**src/core/aqc_cfg.svh**
```systemverilog
`ifndef AQC_CFG_SVH
`define AQC_CFG_SVH
`define AQC_DATA_W 16
`define AQC_FIFO_DEPTH 16
`define AQC_MEM_DEPTH 256
`define AQC_ADDR_W 8
`define AQC_PROG_W 16
// key codes presented on key_code with key_valid
`define AQC_KEY_W 4
`define AQC_KEY_IMMEDIATE 4'h1
`define AQC_KEY_DISPLAY 4'h2
`define AQC_KEY_PROGRAM 4'h3
`define AQC_KEY_STORE_MEM 4'h4
`define AQC_KEY_ACQUISITION_MEMORY 4'h5
`define AQC_KEY_START_STOP 4'h6
`define AQC_KEY_EXECUTE 4'h7
`define AQC_KEY_QUALIFY 4'h8
// status codes
`define AQC_ST_NONE 2'h0
`define AQC_ST_PROG_ERR 2'h1
`define AQC_ST_STORE_EMPTY 2'h2
`endif

```
**src/core/aqc_pkg.sv**
```systemverilog
package aqc_pkg;
	typedef enum logic [2:0] {
		MODE_PROG = 3'b000,
		MODE_DISP = 3'b001,
		MODE_IMM = 3'b010,
		MODE_RUN = 3'b011
	} aqc_mode_type;
	typedef enum logic [1:0] {
		IMM_IDLE = 2'b00,
		IMM_DEST = 2'b01,
		IMM_PEND = 2'b10
	} aqc_imm_type;
	typedef enum logic [1:0] {
		PEND_NONE = 2'b00,
		PEND_TO_STORE = 2'b01,
		PEND_FROM_STORE = 2'b10,
		PEND_OTHER = 2'b11
	} aqc_pend_type;
	typedef enum logic [1:0] {
		QK_STRUCT = 2'b00,
		QK_CMD = 2'b01,
		QK_ERR = 2'b10
	} aqc_qkey_type;
endpackage

```
**src/core/aqc_fifo.sv**
```systemverilog
module aqc_fifo #(
	parameter int WIDTH = 16,
	parameter int DEPTH = 16
) (
	input wire logic ref_clk,
	input wire logic rstn,
	input wire logic in_valid,
	output logic in_ready,
	input wire logic [WIDTH-1:0] in_data,
	output logic out_valid,
	input wire logic out_ready,
	output logic [WIDTH-1:0] out_data
);
	localparam int AW = $clog2(DEPTH);
	logic [WIDTH-1:0] mem [DEPTH];
	logic [AW-1:0] wp_r;
	logic [AW-1:0] rp_r;
	logic [AW:0] cnt_r;
	logic wr;
	logic rd;
	assign in_ready = (cnt_r != DEPTH[AW:0]);
	assign out_valid = (cnt_r != '0);
	assign out_data = mem[rp_r];
	assign wr = in_valid && in_ready;
	assign rd = out_valid && out_ready;
	always_ff @(posedge ref_clk) begin
		if (wr) begin
			mem[wp_r] <= in_data;
		end
	end
	always_ff @(posedge ref_clk or negedge rstn) begin
		if (!rstn) begin
			wp_r <= '0;
			rp_r <= '0;
			cnt_r <= '0;
		end else begin
			if (wr) begin
				wp_r <= (wp_r == AW'(DEPTH - 1)) ? '0 : wp_r + 1'b1;
			end
			if (rd) begin
				rp_r <= (rp_r == AW'(DEPTH - 1)) ? '0 : rp_r + 1'b1;
			end
			cnt_r <= cnt_r + (AW+1)'(wr) - (AW+1)'(rd);
		end
	end
endmodule

```
**src/core/aqc_ctrl.sv**
```systemverilog
`include "aqc_cfg.svh"
// How it works
// - without any qualification in the program, every sampled word is stored unless the buffer is full
// - the qualify block event is evaluated every cycle, whatever test is active
// - with qualification present, store only on block event or store command
// - a store command stores that cycle's word regardless of block event
// - block is qualify, event or compound with complements, end; arrives evaluated
// - only one qualify block per program; store commands unlimited
// - qualify key is structure in empty program or after end-test, else command
// - unstored trigger marks last stored word, or first word when none stored
// - run-toggle outside run with a clean program enters run at test one
// - run-toggle in run stops acquisition, ends program, enters display mode
// - a missing final end marker is appended at start if nothing else wrong
// - conflicting or incomplete program posts an error and stays out of run
// - only the working program store runs; storage must be transferred first
// - copy to storage swaps any stored program back, then returns to prior mode
// - copy from empty storage posts error; always return to prior mode
// - display-program sequence shows working program and enters programming mode
// - display-storage runs on its last key, enters display, keeps immediate area
// - other transfers wait for the execute field, then return to prior mode
module aqc_ctrl #(
	parameter int DATA_W = `AQC_DATA_W,
	parameter int FIFO_DEPTH = `AQC_FIFO_DEPTH,
	parameter int PROG_W = `AQC_PROG_W
) (
	input wire logic ref_clk,
	input wire logic rstn,
	input wire logic state_clk_en,
	input wire logic [DATA_W-1:0] sut_data,
	input wire logic qual_block_event,
	input wire logic store_cmd_exec,
	input wire logic trigger_exec,
	input wire logic key_valid,
	input wire logic [`AQC_KEY_W-1:0] key_code,
	input wire logic qual_key_ctx_struct,
	input wire logic qual_key_ctx_cmd,
	input wire logic prog_uses_qualify,
	input wire logic prog_has_block,
	input wire logic prog_conflict,
	input wire logic prog_incomplete,
	input wire logic prog_end_missing,
	input wire logic [PROG_W-1:0] work_prog_in,
	output logic [DATA_W-1:0] mem_wdata,
	output logic mem_wvalid,
	input wire logic mem_wready,
	output logic [`AQC_ADDR_W-1:0] mem_waddr,
	output logic [`AQC_ADDR_W-1:0] trig_mark_addr,
	output logic trig_mark_valid,
	output logic [2:0] mode,
	output logic run_start,
	output logic append_end,
	output logic [1:0] status_code,
	output logic imm_area_keep,
	output logic show_prog,
	output logic [PROG_W-1:0] work_prog_load,
	output logic work_prog_load_en,
	output logic [1:0] qkey_kind,
	output logic block_dup_err
);
	aqc_pkg::aqc_mode_type mode_r;
	aqc_pkg::aqc_mode_type prior_r;
	aqc_pkg::aqc_imm_type imm_r;
	aqc_pkg::aqc_pend_type pend_r;
	logic [`AQC_KEY_W-1:0] dest_r;
	logic [PROG_W-1:0] store_prog_r;
	logic store_full_r;
	logic store_en;
	logic fifo_ready;
	logic fifo_valid;
	logic [DATA_W-1:0] fifo_data;
	logic [`AQC_ADDR_W-1:0] waddr_r;
	logic stored_any_r;
	logic [`AQC_ADDR_W-1:0] last_addr_r;
	logic trig_done_r;
	logic prog_bad;
	logic run_key;
	logic [DATA_W-1:0] mem_wdata_r;
	logic mem_wvalid_r;
	logic run_start_r;
	logic append_end_r;
	logic [1:0] status_r;
	logic keep_r;
	logic show_prog_r;
	logic [PROG_W-1:0] load_r;
	logic load_en_r;
	logic [1:0] qkey_r;
	logic dup_r;

	// combinational so the decision belongs to the word sampled this cycle
	always_comb begin
		store_en = 1'b0;
		if (mode_r == aqc_pkg::MODE_RUN && state_clk_en) begin
			if (!prog_uses_qualify) begin
				store_en = 1'b1;
			end else begin
				// block event is a free-running input, never gated by active test
				store_en = (prog_has_block && qual_block_event) || store_cmd_exec;
			end
		end
	end

	// words are dropped when the memory side stalls long enough to fill the buffer
	aqc_fifo #(
		.WIDTH(DATA_W),
		.DEPTH(FIFO_DEPTH)
	) u_fifo (
		.ref_clk(ref_clk),
		.rstn(rstn),
		.in_valid(store_en),
		.in_ready(fifo_ready),
		.in_data(sut_data),
		.out_valid(fifo_valid),
		.out_ready(mem_wready || !mem_wvalid_r),
		.out_data(fifo_data)
	);

	always_ff @(posedge ref_clk or negedge rstn) begin
		if (!rstn) begin
			mem_wvalid_r <= 1'b0;
			mem_wdata_r <= '0;
			waddr_r <= '0;
		end else begin
			if (mem_wready || !mem_wvalid_r) begin
				mem_wvalid_r <= fifo_valid;
				mem_wdata_r <= fifo_data;
				if (mem_wvalid_r) begin
					waddr_r <= waddr_r + 1'b1;
				end
			end
			// every run fills memory from word zero, so trigger marks match addresses
			if (run_start_r) begin
				waddr_r <= '0;
			end
		end
	end

	// address each stored word will take, tracked at the input side of the buffer
	logic [`AQC_ADDR_W-1:0] in_addr_r;
	always_ff @(posedge ref_clk or negedge rstn) begin
		if (!rstn) begin
			in_addr_r <= '0;
			stored_any_r <= 1'b0;
			last_addr_r <= '0;
			trig_done_r <= 1'b0;
			trig_mark_addr <= '0;
			trig_mark_valid <= 1'b0;
		end else begin
			if (run_start_r) begin
				in_addr_r <= '0;
				stored_any_r <= 1'b0;
				trig_done_r <= 1'b0;
				trig_mark_valid <= 1'b0;
			end else begin
				if (store_en && fifo_ready) begin
					in_addr_r <= in_addr_r + 1'b1;
					last_addr_r <= in_addr_r;
					stored_any_r <= 1'b1;
				end
				if (trigger_exec && state_clk_en && mode_r == aqc_pkg::MODE_RUN && !trig_done_r) begin
					trig_done_r <= 1'b1;
					trig_mark_valid <= 1'b1;
					if (store_en) begin
						trig_mark_addr <= in_addr_r;
					end else if (stored_any_r) begin
						trig_mark_addr <= last_addr_r;
					end else begin
						trig_mark_addr <= '0;
					end
				end
			end
		end
	end

	assign prog_bad = prog_conflict || prog_incomplete;
	assign run_key = key_valid && key_code == `AQC_KEY_START_STOP;

	// mode control and immediate-mode key sequencing
	always_ff @(posedge ref_clk or negedge rstn) begin
		if (!rstn) begin
			mode_r <= aqc_pkg::MODE_PROG;
			prior_r <= aqc_pkg::MODE_PROG;
			imm_r <= aqc_pkg::IMM_IDLE;
			pend_r <= aqc_pkg::PEND_NONE;
			dest_r <= '0;
			store_prog_r <= '0;
			store_full_r <= 1'b0;
			run_start_r <= 1'b0;
			append_end_r <= 1'b0;
			status_r <= `AQC_ST_NONE;
			keep_r <= 1'b0;
			show_prog_r <= 1'b0;
			load_r <= '0;
			load_en_r <= 1'b0;
		end else begin
			run_start_r <= 1'b0;
			append_end_r <= 1'b0;
			show_prog_r <= 1'b0;
			load_en_r <= 1'b0;
			if (run_key) begin
				if (mode_r == aqc_pkg::MODE_RUN) begin
					mode_r <= aqc_pkg::MODE_DISP;
				end else if (prog_bad) begin
					status_r <= `AQC_ST_PROG_ERR;
				end else begin
					// only the working store is ever executed
					mode_r <= aqc_pkg::MODE_RUN;
					run_start_r <= 1'b1;
					append_end_r <= prog_end_missing;
					status_r <= `AQC_ST_NONE;
					imm_r <= aqc_pkg::IMM_IDLE;
					keep_r <= 1'b0;
				end
			end else if (key_valid && key_code == `AQC_KEY_IMMEDIATE
				&& (mode_r == aqc_pkg::MODE_PROG || mode_r == aqc_pkg::MODE_DISP
				|| mode_r == aqc_pkg::MODE_IMM)) begin
				// a fresh immediate press discards any command in progress
				if (mode_r != aqc_pkg::MODE_IMM) begin
					prior_r <= mode_r;
				end
				mode_r <= aqc_pkg::MODE_IMM;
				imm_r <= aqc_pkg::IMM_DEST;
				pend_r <= aqc_pkg::PEND_NONE;
				keep_r <= 1'b0;
			end else if (key_valid && mode_r == aqc_pkg::MODE_IMM) begin
				case (imm_r)
					aqc_pkg::IMM_DEST: begin
						dest_r <= key_code;
						imm_r <= aqc_pkg::IMM_PEND;
						pend_r <= aqc_pkg::PEND_NONE;
					end
					aqc_pkg::IMM_PEND: begin
						if (pend_r == aqc_pkg::PEND_NONE) begin
							if (dest_r == `AQC_KEY_DISPLAY && key_code == `AQC_KEY_PROGRAM) begin
								show_prog_r <= 1'b1;
								mode_r <= aqc_pkg::MODE_PROG;
								imm_r <= aqc_pkg::IMM_IDLE;
							end else if (dest_r == `AQC_KEY_DISPLAY
								&& key_code == `AQC_KEY_STORE_MEM) begin
								mode_r <= aqc_pkg::MODE_DISP;
								keep_r <= 1'b1;
								imm_r <= aqc_pkg::IMM_IDLE;
							end else if (dest_r == `AQC_KEY_DISPLAY) begin
								mode_r <= aqc_pkg::MODE_DISP;
								imm_r <= aqc_pkg::IMM_IDLE;
							end else if (dest_r == `AQC_KEY_STORE_MEM
								&& key_code == `AQC_KEY_PROGRAM) begin
								pend_r <= aqc_pkg::PEND_TO_STORE;
							end else if (dest_r == `AQC_KEY_PROGRAM
								&& key_code == `AQC_KEY_STORE_MEM) begin
								pend_r <= aqc_pkg::PEND_FROM_STORE;
							end else begin
								pend_r <= aqc_pkg::PEND_OTHER;
							end
						end else if (key_code == `AQC_KEY_EXECUTE) begin
							case (pend_r)
								aqc_pkg::PEND_TO_STORE: begin
									store_prog_r <= work_prog_in;
									store_full_r <= 1'b1;
									if (store_full_r) begin
										load_r <= store_prog_r;
										load_en_r <= 1'b1;
									end
								end
								aqc_pkg::PEND_FROM_STORE: begin
									if (store_full_r) begin
										load_r <= store_prog_r;
										load_en_r <= 1'b1;
									end else begin
										status_r <= `AQC_ST_STORE_EMPTY;
									end
								end
								default: begin
								end
							endcase
							mode_r <= prior_r;
							imm_r <= aqc_pkg::IMM_IDLE;
							pend_r <= aqc_pkg::PEND_NONE;
						end
					end
					default: begin
					end
				endcase
			end
		end
	end

	// qualify key classification and block count check
	always_ff @(posedge ref_clk or negedge rstn) begin
		if (!rstn) begin
			qkey_r <= aqc_pkg::QK_ERR;
			dup_r <= 1'b0;
		end else if (key_valid && key_code == `AQC_KEY_QUALIFY
			&& mode_r == aqc_pkg::MODE_PROG) begin
			if (qual_key_ctx_struct) begin
				qkey_r <= aqc_pkg::QK_STRUCT;
				dup_r <= prog_has_block;
			end else if (qual_key_ctx_cmd) begin
				qkey_r <= aqc_pkg::QK_CMD;
				dup_r <= 1'b0;
			end else begin
				qkey_r <= aqc_pkg::QK_ERR;
				dup_r <= 1'b0;
			end
		end
	end

	assign mem_wdata = mem_wdata_r;
	assign mem_wvalid = mem_wvalid_r;
	assign mem_waddr = waddr_r;
	assign mode = mode_r;
	assign run_start = run_start_r;
	assign append_end = append_end_r;
	assign status_code = status_r;
	assign imm_area_keep = keep_r;
	assign show_prog = show_prog_r;
	assign work_prog_load = load_r;
	assign work_prog_load_en = load_en_r;
	assign qkey_kind = qkey_r;
	assign block_dup_err = dup_r;

	property p_run_entry;
		@(posedge ref_clk) disable iff (!rstn)
		(run_key && mode_r != aqc_pkg::MODE_RUN && !prog_bad) |=> mode_r == aqc_pkg::MODE_RUN && run_start_r;
	endproperty
	a_run_entry: assert property (p_run_entry) else $error("run not entered");
	property p_run_stop;
		@(posedge ref_clk) disable iff (!rstn)
		(run_key && mode_r == aqc_pkg::MODE_RUN) |=> mode_r == aqc_pkg::MODE_DISP;
	endproperty
	a_run_stop: assert property (p_run_stop) else $error("run not stopped");
	property p_bad_prog;
		@(posedge ref_clk) disable iff (!rstn)
		(run_key && mode_r != aqc_pkg::MODE_RUN && prog_bad) |=> mode_r != aqc_pkg::MODE_RUN && status_r == `AQC_ST_PROG_ERR;
	endproperty
	a_bad_prog: assert property (p_bad_prog) else $error("bad program ran");
	property p_append;
		@(posedge ref_clk) disable iff (!rstn)
		(run_key && mode_r != aqc_pkg::MODE_RUN && !prog_bad && prog_end_missing) |=> append_end_r;
	endproperty
	a_append: assert property (p_append) else $error("end not appended");
	property p_store_all;
		@(posedge ref_clk) disable iff (!rstn)
		(mode_r == aqc_pkg::MODE_RUN && state_clk_en && !prog_uses_qualify) |-> store_en;
	endproperty
	a_store_all: assert property (p_store_all) else $error("unqualified word dropped");
	property p_store_cmd;
		@(posedge ref_clk) disable iff (!rstn)
		(mode_r == aqc_pkg::MODE_RUN && state_clk_en && store_cmd_exec) |-> store_en;
	endproperty
	a_store_cmd: assert property (p_store_cmd) else $error("store command ignored");
	property p_qual_gate;
		@(posedge ref_clk) disable iff (!rstn)
		(prog_uses_qualify && !store_cmd_exec && !(prog_has_block && qual_block_event)) |-> !store_en;
	endproperty
	a_qual_gate: assert property (p_qual_gate) else $error("unqualified store");
	property p_empty_store;
		@(posedge ref_clk) disable iff (!rstn)
		(key_valid && key_code == `AQC_KEY_EXECUTE && mode_r == aqc_pkg::MODE_IMM
			&& imm_r == aqc_pkg::IMM_PEND && pend_r == aqc_pkg::PEND_FROM_STORE && !store_full_r
			&& !run_key) |=> status_r == `AQC_ST_STORE_EMPTY && mode_r == $past(prior_r);
	endproperty
	a_empty_store: assert property (p_empty_store) else $error("empty storage not reported");
endmodule

```
**config.mk**
```make
export PLATFORM = sky130hd
export DESIGN_NAME = aqc_ctrl
export DESIGN_NICKNAME = d
export VERILOG_FILES = /design/src/core/aqc_pkg.sv /design/src/core/aqc_fifo.sv /design/src/core/aqc_ctrl.sv
export VERILOG_INCLUDE_DIRS = /design/src /design/src/core
export SDC_FILE = /design/constraint.sdc
export NUM_CORES = 1
export LEC_CHECK = 0
export BUFFER_PORTS_ARGS = -buffer_cell sky130_fd_sc_hd__buf_4
export CORE_MARGIN = 5
export CORE_UTILIZATION = 60
export CTS_CLUSTER_SIZE = 25
export DETAILED_ROUTE_END_ITERATION = 8
export PLACE_DENSITY = 0.82
export SLEW_MARGIN = 20
export SYNTH_ARGS = -nofsm -noshare
export SYNTH_HDL_FRONTEND = slang
export SYNTH_SLANG_ARGS = --single-unit
```
**constraint.sdc**
```tcl
create_clock -name ref_clk -period 3.5 [get_ports ref_clk]
set_clock_uncertainty 0.15 [all_clocks]
set_input_delay 0.7 -clock ref_clk [delete_from_list [all_inputs] [get_ports ref_clk]]
set_output_delay 0.7 -clock ref_clk [all_outputs]
set_load 0.01 [all_outputs]
```
# Word level (Yosys, flattened, before mapping)
# Memories as Yosys holds them, arrays and structs flattened. A register that Yosys moved wholly into a read port is not among the register bits.
# Index checks and enable logic that the tools add are counted.
[word_totals] regBits=105 ramBits=256 input_bits=51 out_inout_bits=63 word_cells=218 memories=1
[memory_table] memory="u_fifo.mem" depth=16 width=16 read_ports=1 rd_ports_with_merged_regs=1 wr=1 line_no="aqc_fifo.sv:15" text="logic [WIDTH-1:0] mem [DEPTH];"
[classes] n_addsub=6 n_eq_ne=34 mux=90 bitwise=4 reduce_logical=57
[op_table] operator="two-way mux 2 bit" n=28
[op_table] operator="two-way mux 8 bit" n=7
[op_table] operator="two-way mux 1 bit" n=40
[op_table] operator="two-way mux 3 bit" n=11
[op_table] operator="AND reduction 7 bit" n=3
[op_table] operator="nonzero test 2 bit" n=9
[op_table] operator="logical AND 1 bit" n=17
[op_table] operator="adder 8 x 1 -> 8 bit (second input constant)" n=2
[op_table] operator="== test 4 x 3 -> 1 bit (second input constant)" n=4
[op_table] operator="!= test 4 bit (second input constant)" n=4
[op_table] operator="AND reduction 8 bit" n=2
[op_table] operator="nonzero test 3 bit" n=5
[op_table] operator="== test 4 x 2 -> 1 bit (second input constant)" n=3
[op_table] operator="== test 4 bit (second input constant)" n=3
[op_table] operator="!= test 5 bit (second input constant)" n=2
[op_table] operator="adder 4 x 1 -> 4 bit (second input constant)" n=2
[op_table] operator="two-way mux 4 bit" n=2
[op_table] operator="!= test 2 bit (second input constant)" n=4
[op_table] operator="case mux 2 bit (2 select lines)" n=2
[op_table] operator="nonzero test 4 bit" n=2
[op_table] operator="!= test 7 bit (second input constant)" n=1
[op_table] operator="== test 3 x 2 -> 1 bit (second input constant)" n=2
[op_table] operator="!= test 3 x 2 -> 1 bit (second input constant)" n=2
[op_table] operator="!= test 6 x 3 -> 1 bit (second input constant)" n=1
[op_table] operator="other kinds (20)" n=33

# Depth between registers and ports, before layout
[logic_depth] word_depth=11 depth_mapped=14

# Modules after synthesis
# Synthesis repeated with hierarchy kept, for this count alone.
[unflattened] cells_unflattened=948 area_unflattened_um2=15557.4
[modules_own_cells] mod="aqc_fifo" instances=1 cells_per_inst=556 area_each_um2=10849.2 seq_area_each_um2=8012.7
[modules_own_cells] mod="aqc_ctrl" instances=1 cells_per_inst=392 area_each_um2=4708.3 seq_area_each_um2=2703.8

# Worst setup path after synthesis
# No wires, ideal clock.
[synth_path] kind="input -> register" startpoint="in prog_uses_qualify" endpoint="reg u_fifo.cnt_r[4]" t_arrival_ns=2.495 t_required_ns=3.225 setup_slack_ns=0.730 stages=13 path_buffers=1 path_cell_list="nor2b_1 > a21oi_2 > nand2b_2 > inv_2 > buf_2 > ha_1 > inv_1 > fa_1 > inv_1 > a21oi_1 > nor2_1 > nor2_1 > xnor2_1"
[synth_via] elab_chain_len=5
[synth_lines] element="start, declared" line_no="aqc_ctrl.sv:37" text="input wire logic prog_uses_qualify,"
[synth_lines] element="two-way mux 1 bit" line_no="aqc_ctrl.sv:93" text="if (!prog_uses_qualify) begin"
[synth_lines] element="two-way mux 1 bit" line_no="aqc_ctrl.sv:92" text="if (mode_r == aqc_pkg::MODE_RUN && state_clk_en) begin"
[synth_lines] element="logical AND 1 bit" line_no="aqc_fifo.sv:24" text="assign wr = in_valid && in_ready;"
[synth_lines] element="via u_fifo.wr" line_no="aqc_fifo.sv:19" text="logic wr;"
[synth_lines] element="adder 5 x 1 -> 5 bit" line_no="aqc_fifo.sv:43" text="cnt_r <= cnt_r + (AW+1)'(wr) - (AW+1)'(rd);"
[synth_lines] element="subtractor 5 x 1 -> 5 bit" line_no="aqc_fifo.sv:43"
[synth_lines] element="end signal, assigned" line_no="aqc_fifo.sv:43"
[synth_lines] element="end, declared" line_no="aqc_fifo.sv:18" text="logic [AW:0] cnt_r;"
# The timed path passes the listed nets, and every way through them passes these cells.
# A chain may end at the register's enable or synchronous reset.

# Worst setup path after layout
[layout_path] startpoint="reg mode_r[2], in the netlist mode[2]" endpoint="mem u_fifo.mem[4][15] (enable)"
[layout_via] elab_chain_len=6
[layout_lines] element="start, declared" line_no="aqc_ctrl.sv:60" text="aqc_pkg::aqc_mode_type mode_r;"
[layout_lines] element="start signal, assigned" line_no="aqc_ctrl.sv:180" text="mode_r <= aqc_pkg::MODE_PROG;"
[layout_lines] element="start signal, assigned" line_no="aqc_ctrl.sv:201" text="mode_r <= aqc_pkg::MODE_DISP;"
[layout_lines] element="start signal, assigned" line_no="aqc_ctrl.sv:206" text="mode_r <= aqc_pkg::MODE_RUN;"
[layout_lines] element="== test 3 x 2 -> 1 bit" line_no="aqc_ctrl.sv:92"
[layout_lines] element="logical AND 1 bit" line_no="aqc_ctrl.sv:92"
[layout_lines] element="two-way mux 1 bit" line_no="aqc_ctrl.sv:92"
[layout_lines] element="logical AND 1 bit" line_no="aqc_fifo.sv:24"
[layout_lines] element="two-way mux 1 bit" line_no="aqc_fifo.sv:27" text="if (wr) begin"
[layout_lines] element="two-way mux 1 bit (implied by the code)" line_no="aqc_fifo.sv:28" text="mem[wp_r] <= in_data;"
[layout_lines] element="end, declared" line_no="aqc_fifo.sv:15"
# Every way passes these cells.

==> impl_metrics.tcl <==
set metrics [dict create \
    outcome "finished clean" \
    drv_slew 0 \
    synthFlopType "edfxtp_1" \
    syn_inst 943 \
    grt_pass1_wl_um 50760 \
    clock_sinks 377 \
    area_delta_synth_final_pct 16.65 \
    vias 8693 \
    vias_per_cell 6.041 \
    std_cell_rows 58 \
    first_pass_iters 5 \
    p_seq_share_pct 44.8 \
    end_kind "register" \
    cp_max_fo 16 \
    whs_path_depth 2 \
    grt_pass1_vias 8980 \
    postRouteAntennaNets 0 \
    ys_warn_count 0 \
    cts_root_buf "clkbuf_16" \
    clk_pin_slew_worst_paths_ps 60 \
    die_width_um 169.2 \
    drv_cap 0 \
    synthArstFlopShare_pct 32.10 \
    gp_congestion 0.8623 \
    power.internal_w 0.009230 \
    seqCellArea_um2 10720 \
    period_minus_slack_ps 2787 \
    multi_input_area_um2 4197 \
    worstPathArrival_ps 2760 \
    ir_drop_v 0.0005062 \
    hold_viol 0 \
    post-route-util_pct 70.67 \
    worst_pin_slew_ps 1119 \
    post-route-period-util_pct 79.63 \
    synth_nets 1013 \
    die_height_um 169.2 \
    drt-total-wl_um 32380 \
    nFillCells 1599 \
    worstSetupStartpointType "register" \
    synth.avg_cell_area_um2 16.13 \
    wl_met3_um 2559 \
    r2r.worst_path.cells 7 \
    syn_area_um2 15210 \
    setup-violations-final 0 \
    die-area_um2 28640 \
    grt_max_degree 91 \
    cts_resized 0 \
    wl_per_cell_um 22.50 \
    critical_path_class "register to register" \
    power.density_nw_per_um2 734.5 \
    htree_levels 2 \
    p_leak_nw 6.916 \
    synthDistinctLibCells 68 \
    antenna_found_initial 0 \
    hold_class "primary input to register" \
    overflow 0 \
    drive_above_1_share_pct 26.78 \
    grtUsageTotal_pct 22.83 \
    drc_errors 0 \
    synth_edf_count 256 \
    fp.coreArea_um2 25110 \
    synth_seq_cells 377 \
    p_comb_share_pct 24.0 \
    wl_met2_um 16260 \
    num_antenna_cells 0 \
    top_layer_used "met4" \
    nNetsFinal 1150 \
    cp_data_required_time_ps 3470 \
    setup_tns_ps 0 \
    switchingPower_w 0.003804 \
    port_buffers 113 \
    rsz0062_at_grt "false" \
    maxSlewHeadroom_pct 25.10 \
    cts_buffers 37 \
    cts_tree "yes" \
    wl_met1_um 12940 \
    clock_path_buffers 3 \
    initial_core_util_pct 60.59 \
    max_freq_ghz 0.3588 \
    io_pins 114 \
    hpwlAfterDp_um 20330 \
    first_iter_violations 1001 \
    swShare_pct 29.18 \
    seq_area_frac_synth_pct 70.44 \
    clkPwrFrac_pct 31.2 \
    clock_latency_ps 510 \
]
critical path, stage by stage (launching register included):
cell,delay [ps]
dfrtp_1,450
nand4b_1,240
a21oi_2,200
nand2b_2,130
inv_2,230
nand2_1,120
nor2_1,160
and2_1,700
per-stage QoR:
stage | hold slack [ps] | cells | area [µm²] | total power [W] | setup slack [ps]
6_report | 204.1 | 1439 | 17750 | 0.01303 | 713.0
5_1_grt | 195.2 | 1439 | 17750 | 0.01365 | 461.7
4_1_cts | 188.3 | 1439 | 17750 | 0.01312 | 696.9
3_5_place_dp | 318.9 | 1370 | 16470 | 0.009009 | 493.7
3_3_place_gp | 311.0 | 1370 | 16470 | 0.008904 | 593.8
2_1_floorplan | 254.4 | 943 | 15210 | 0.007901 | 730.3
sequential cells by signal (all words and copies together) (netlist names), 5 cells and up:
register and count:
in_addr_r 8, last_addr_r 8, mem_waddr 8, mem_wdata 16, store_prog_r 16, trig_mark_addr 8
u_fifo.cnt_r 5, u_fifo.mem 256, work_prog_load 16
kinds of logic after synthesis:
group                      after synthesis  synth area share [%]
DFF                                    377                 70.44
AOI/OAI and AO/OA                      126                 5.091
buffers and inverters                   61                 1.974
muxes                                  143                 12.99
xor gates and xnor gates                19                 1.094
adders and majority gates               19                 1.612
and+or+nand+nor                        198                 6.793
cell usage in the layout, fill, tap and decap left out, types with 3 or more instances in the layout:
cell type and count:
nand2b_1 4, mux2_2 40, clkinv_2 9, inv_1 18, mux4_2 36, a22oi_1 15, xnor2_1 11, ha_1 18
bufinv_16 5, edfxtp_1 256, nor2_1 52, nor2b_1 8, and2_1 21, mux2_4 9, clkbuf_16 39, clkbuf_1 8
nor3b_1 3, nor3_1 18, a21o_1 3, and3_1 5, nand4_1 6, mux2i_1 58, buf_4 137, nand3_1 9
a211oi_1 3, xor2_1 8, o22ai_1 31, dfrtp_1 118, nand2_1 47, a21oi_1 39, o21ai_0 18
synth_stat cells (all sizes together), types with 15 or more instances:
cell type	number	area share (%)
o22ai	31	1.3
dfrtp	120	20
nor3	19	0.70
clkbuf	21	0.52
a22oi	15	0.74
o21ai	19	0.63
and2	21	0.86
ha	18	1.5
mux2i	58	3.8
nor2	53	1.3
buf	21	0.99
mux4	36	5.3
inv	19	0.47
nand2	48	1.2
edfxtp	256	51
a21oi	40	1.3
mux2	49	3.8
final timing paths:
kind	from	endpoint	slack, ps
setup / recovery	mode[2]$_DFFE_PN0P_	u_fifo.mem[4][15]$_DFFE_PP_	710
hold / removal	qual_key_ctx_cmd	qkey_kind[1]$_DFFE_PN1P_	200
setup reg to reg	mode[2]$_DFFE_PN0P_	u_fifo.mem[4][15]$_DFFE_PP_	710
hold reg to reg	qkey_kind[1]$_DFFE_PN1P_	qkey_kind[1]$_DFFE_PN1P_	320
max in group asynchronous	rstn	qkey_kind[1]$_DFFE_PN1P_	1810
min in group asynchronous	rstn	work_prog_load[12]$_DFFE_PN0P_	560
cell type report:
cell class	instances	share of cell area (%)
inverters	19	0.4019
flip-flops and latches	377	60.43
multi-input cells	505	23.65
repair buffers	140	6.078
clock inverters	19	1.290
well taps	330	2.327
clock buffers	49	5.824
routing by layer:
layer	vias to the layer above	GRT usage (%)
met5	-	0
met4	0	5.425
met3	49	3.983
met2	396	38.01
met1	4389	32.15
li1	3859	-
power by group through the flow:
| stage | Sequential [W] | Clock (W) | Combinational [W] |
|---|---|---|---|
| after floorplan | 0.00568 | 0 | 0.00222 |
| after CTS | 0.00584 | 0.00413 | 0.00314 |
| final | 0.00584 | 0.00406 | 0.00313 |
| after global routing | 0.00592 | 0.00433 | 0.00340 |
| after global placement | 0.00590 | 0 | 0.00300 |
| after detailed placement | 0.00592 | 0 | 0.00309 |
timing repair:
| action | 4_1_cts | 5_1_grt |
|---|---|---|
| endpoints found under the hold margin | 1 | 0 |
| hold buffers | 1 | 0 |
| buffers inserted | 0 | 0 |
(Power assumes the default switching activity.)
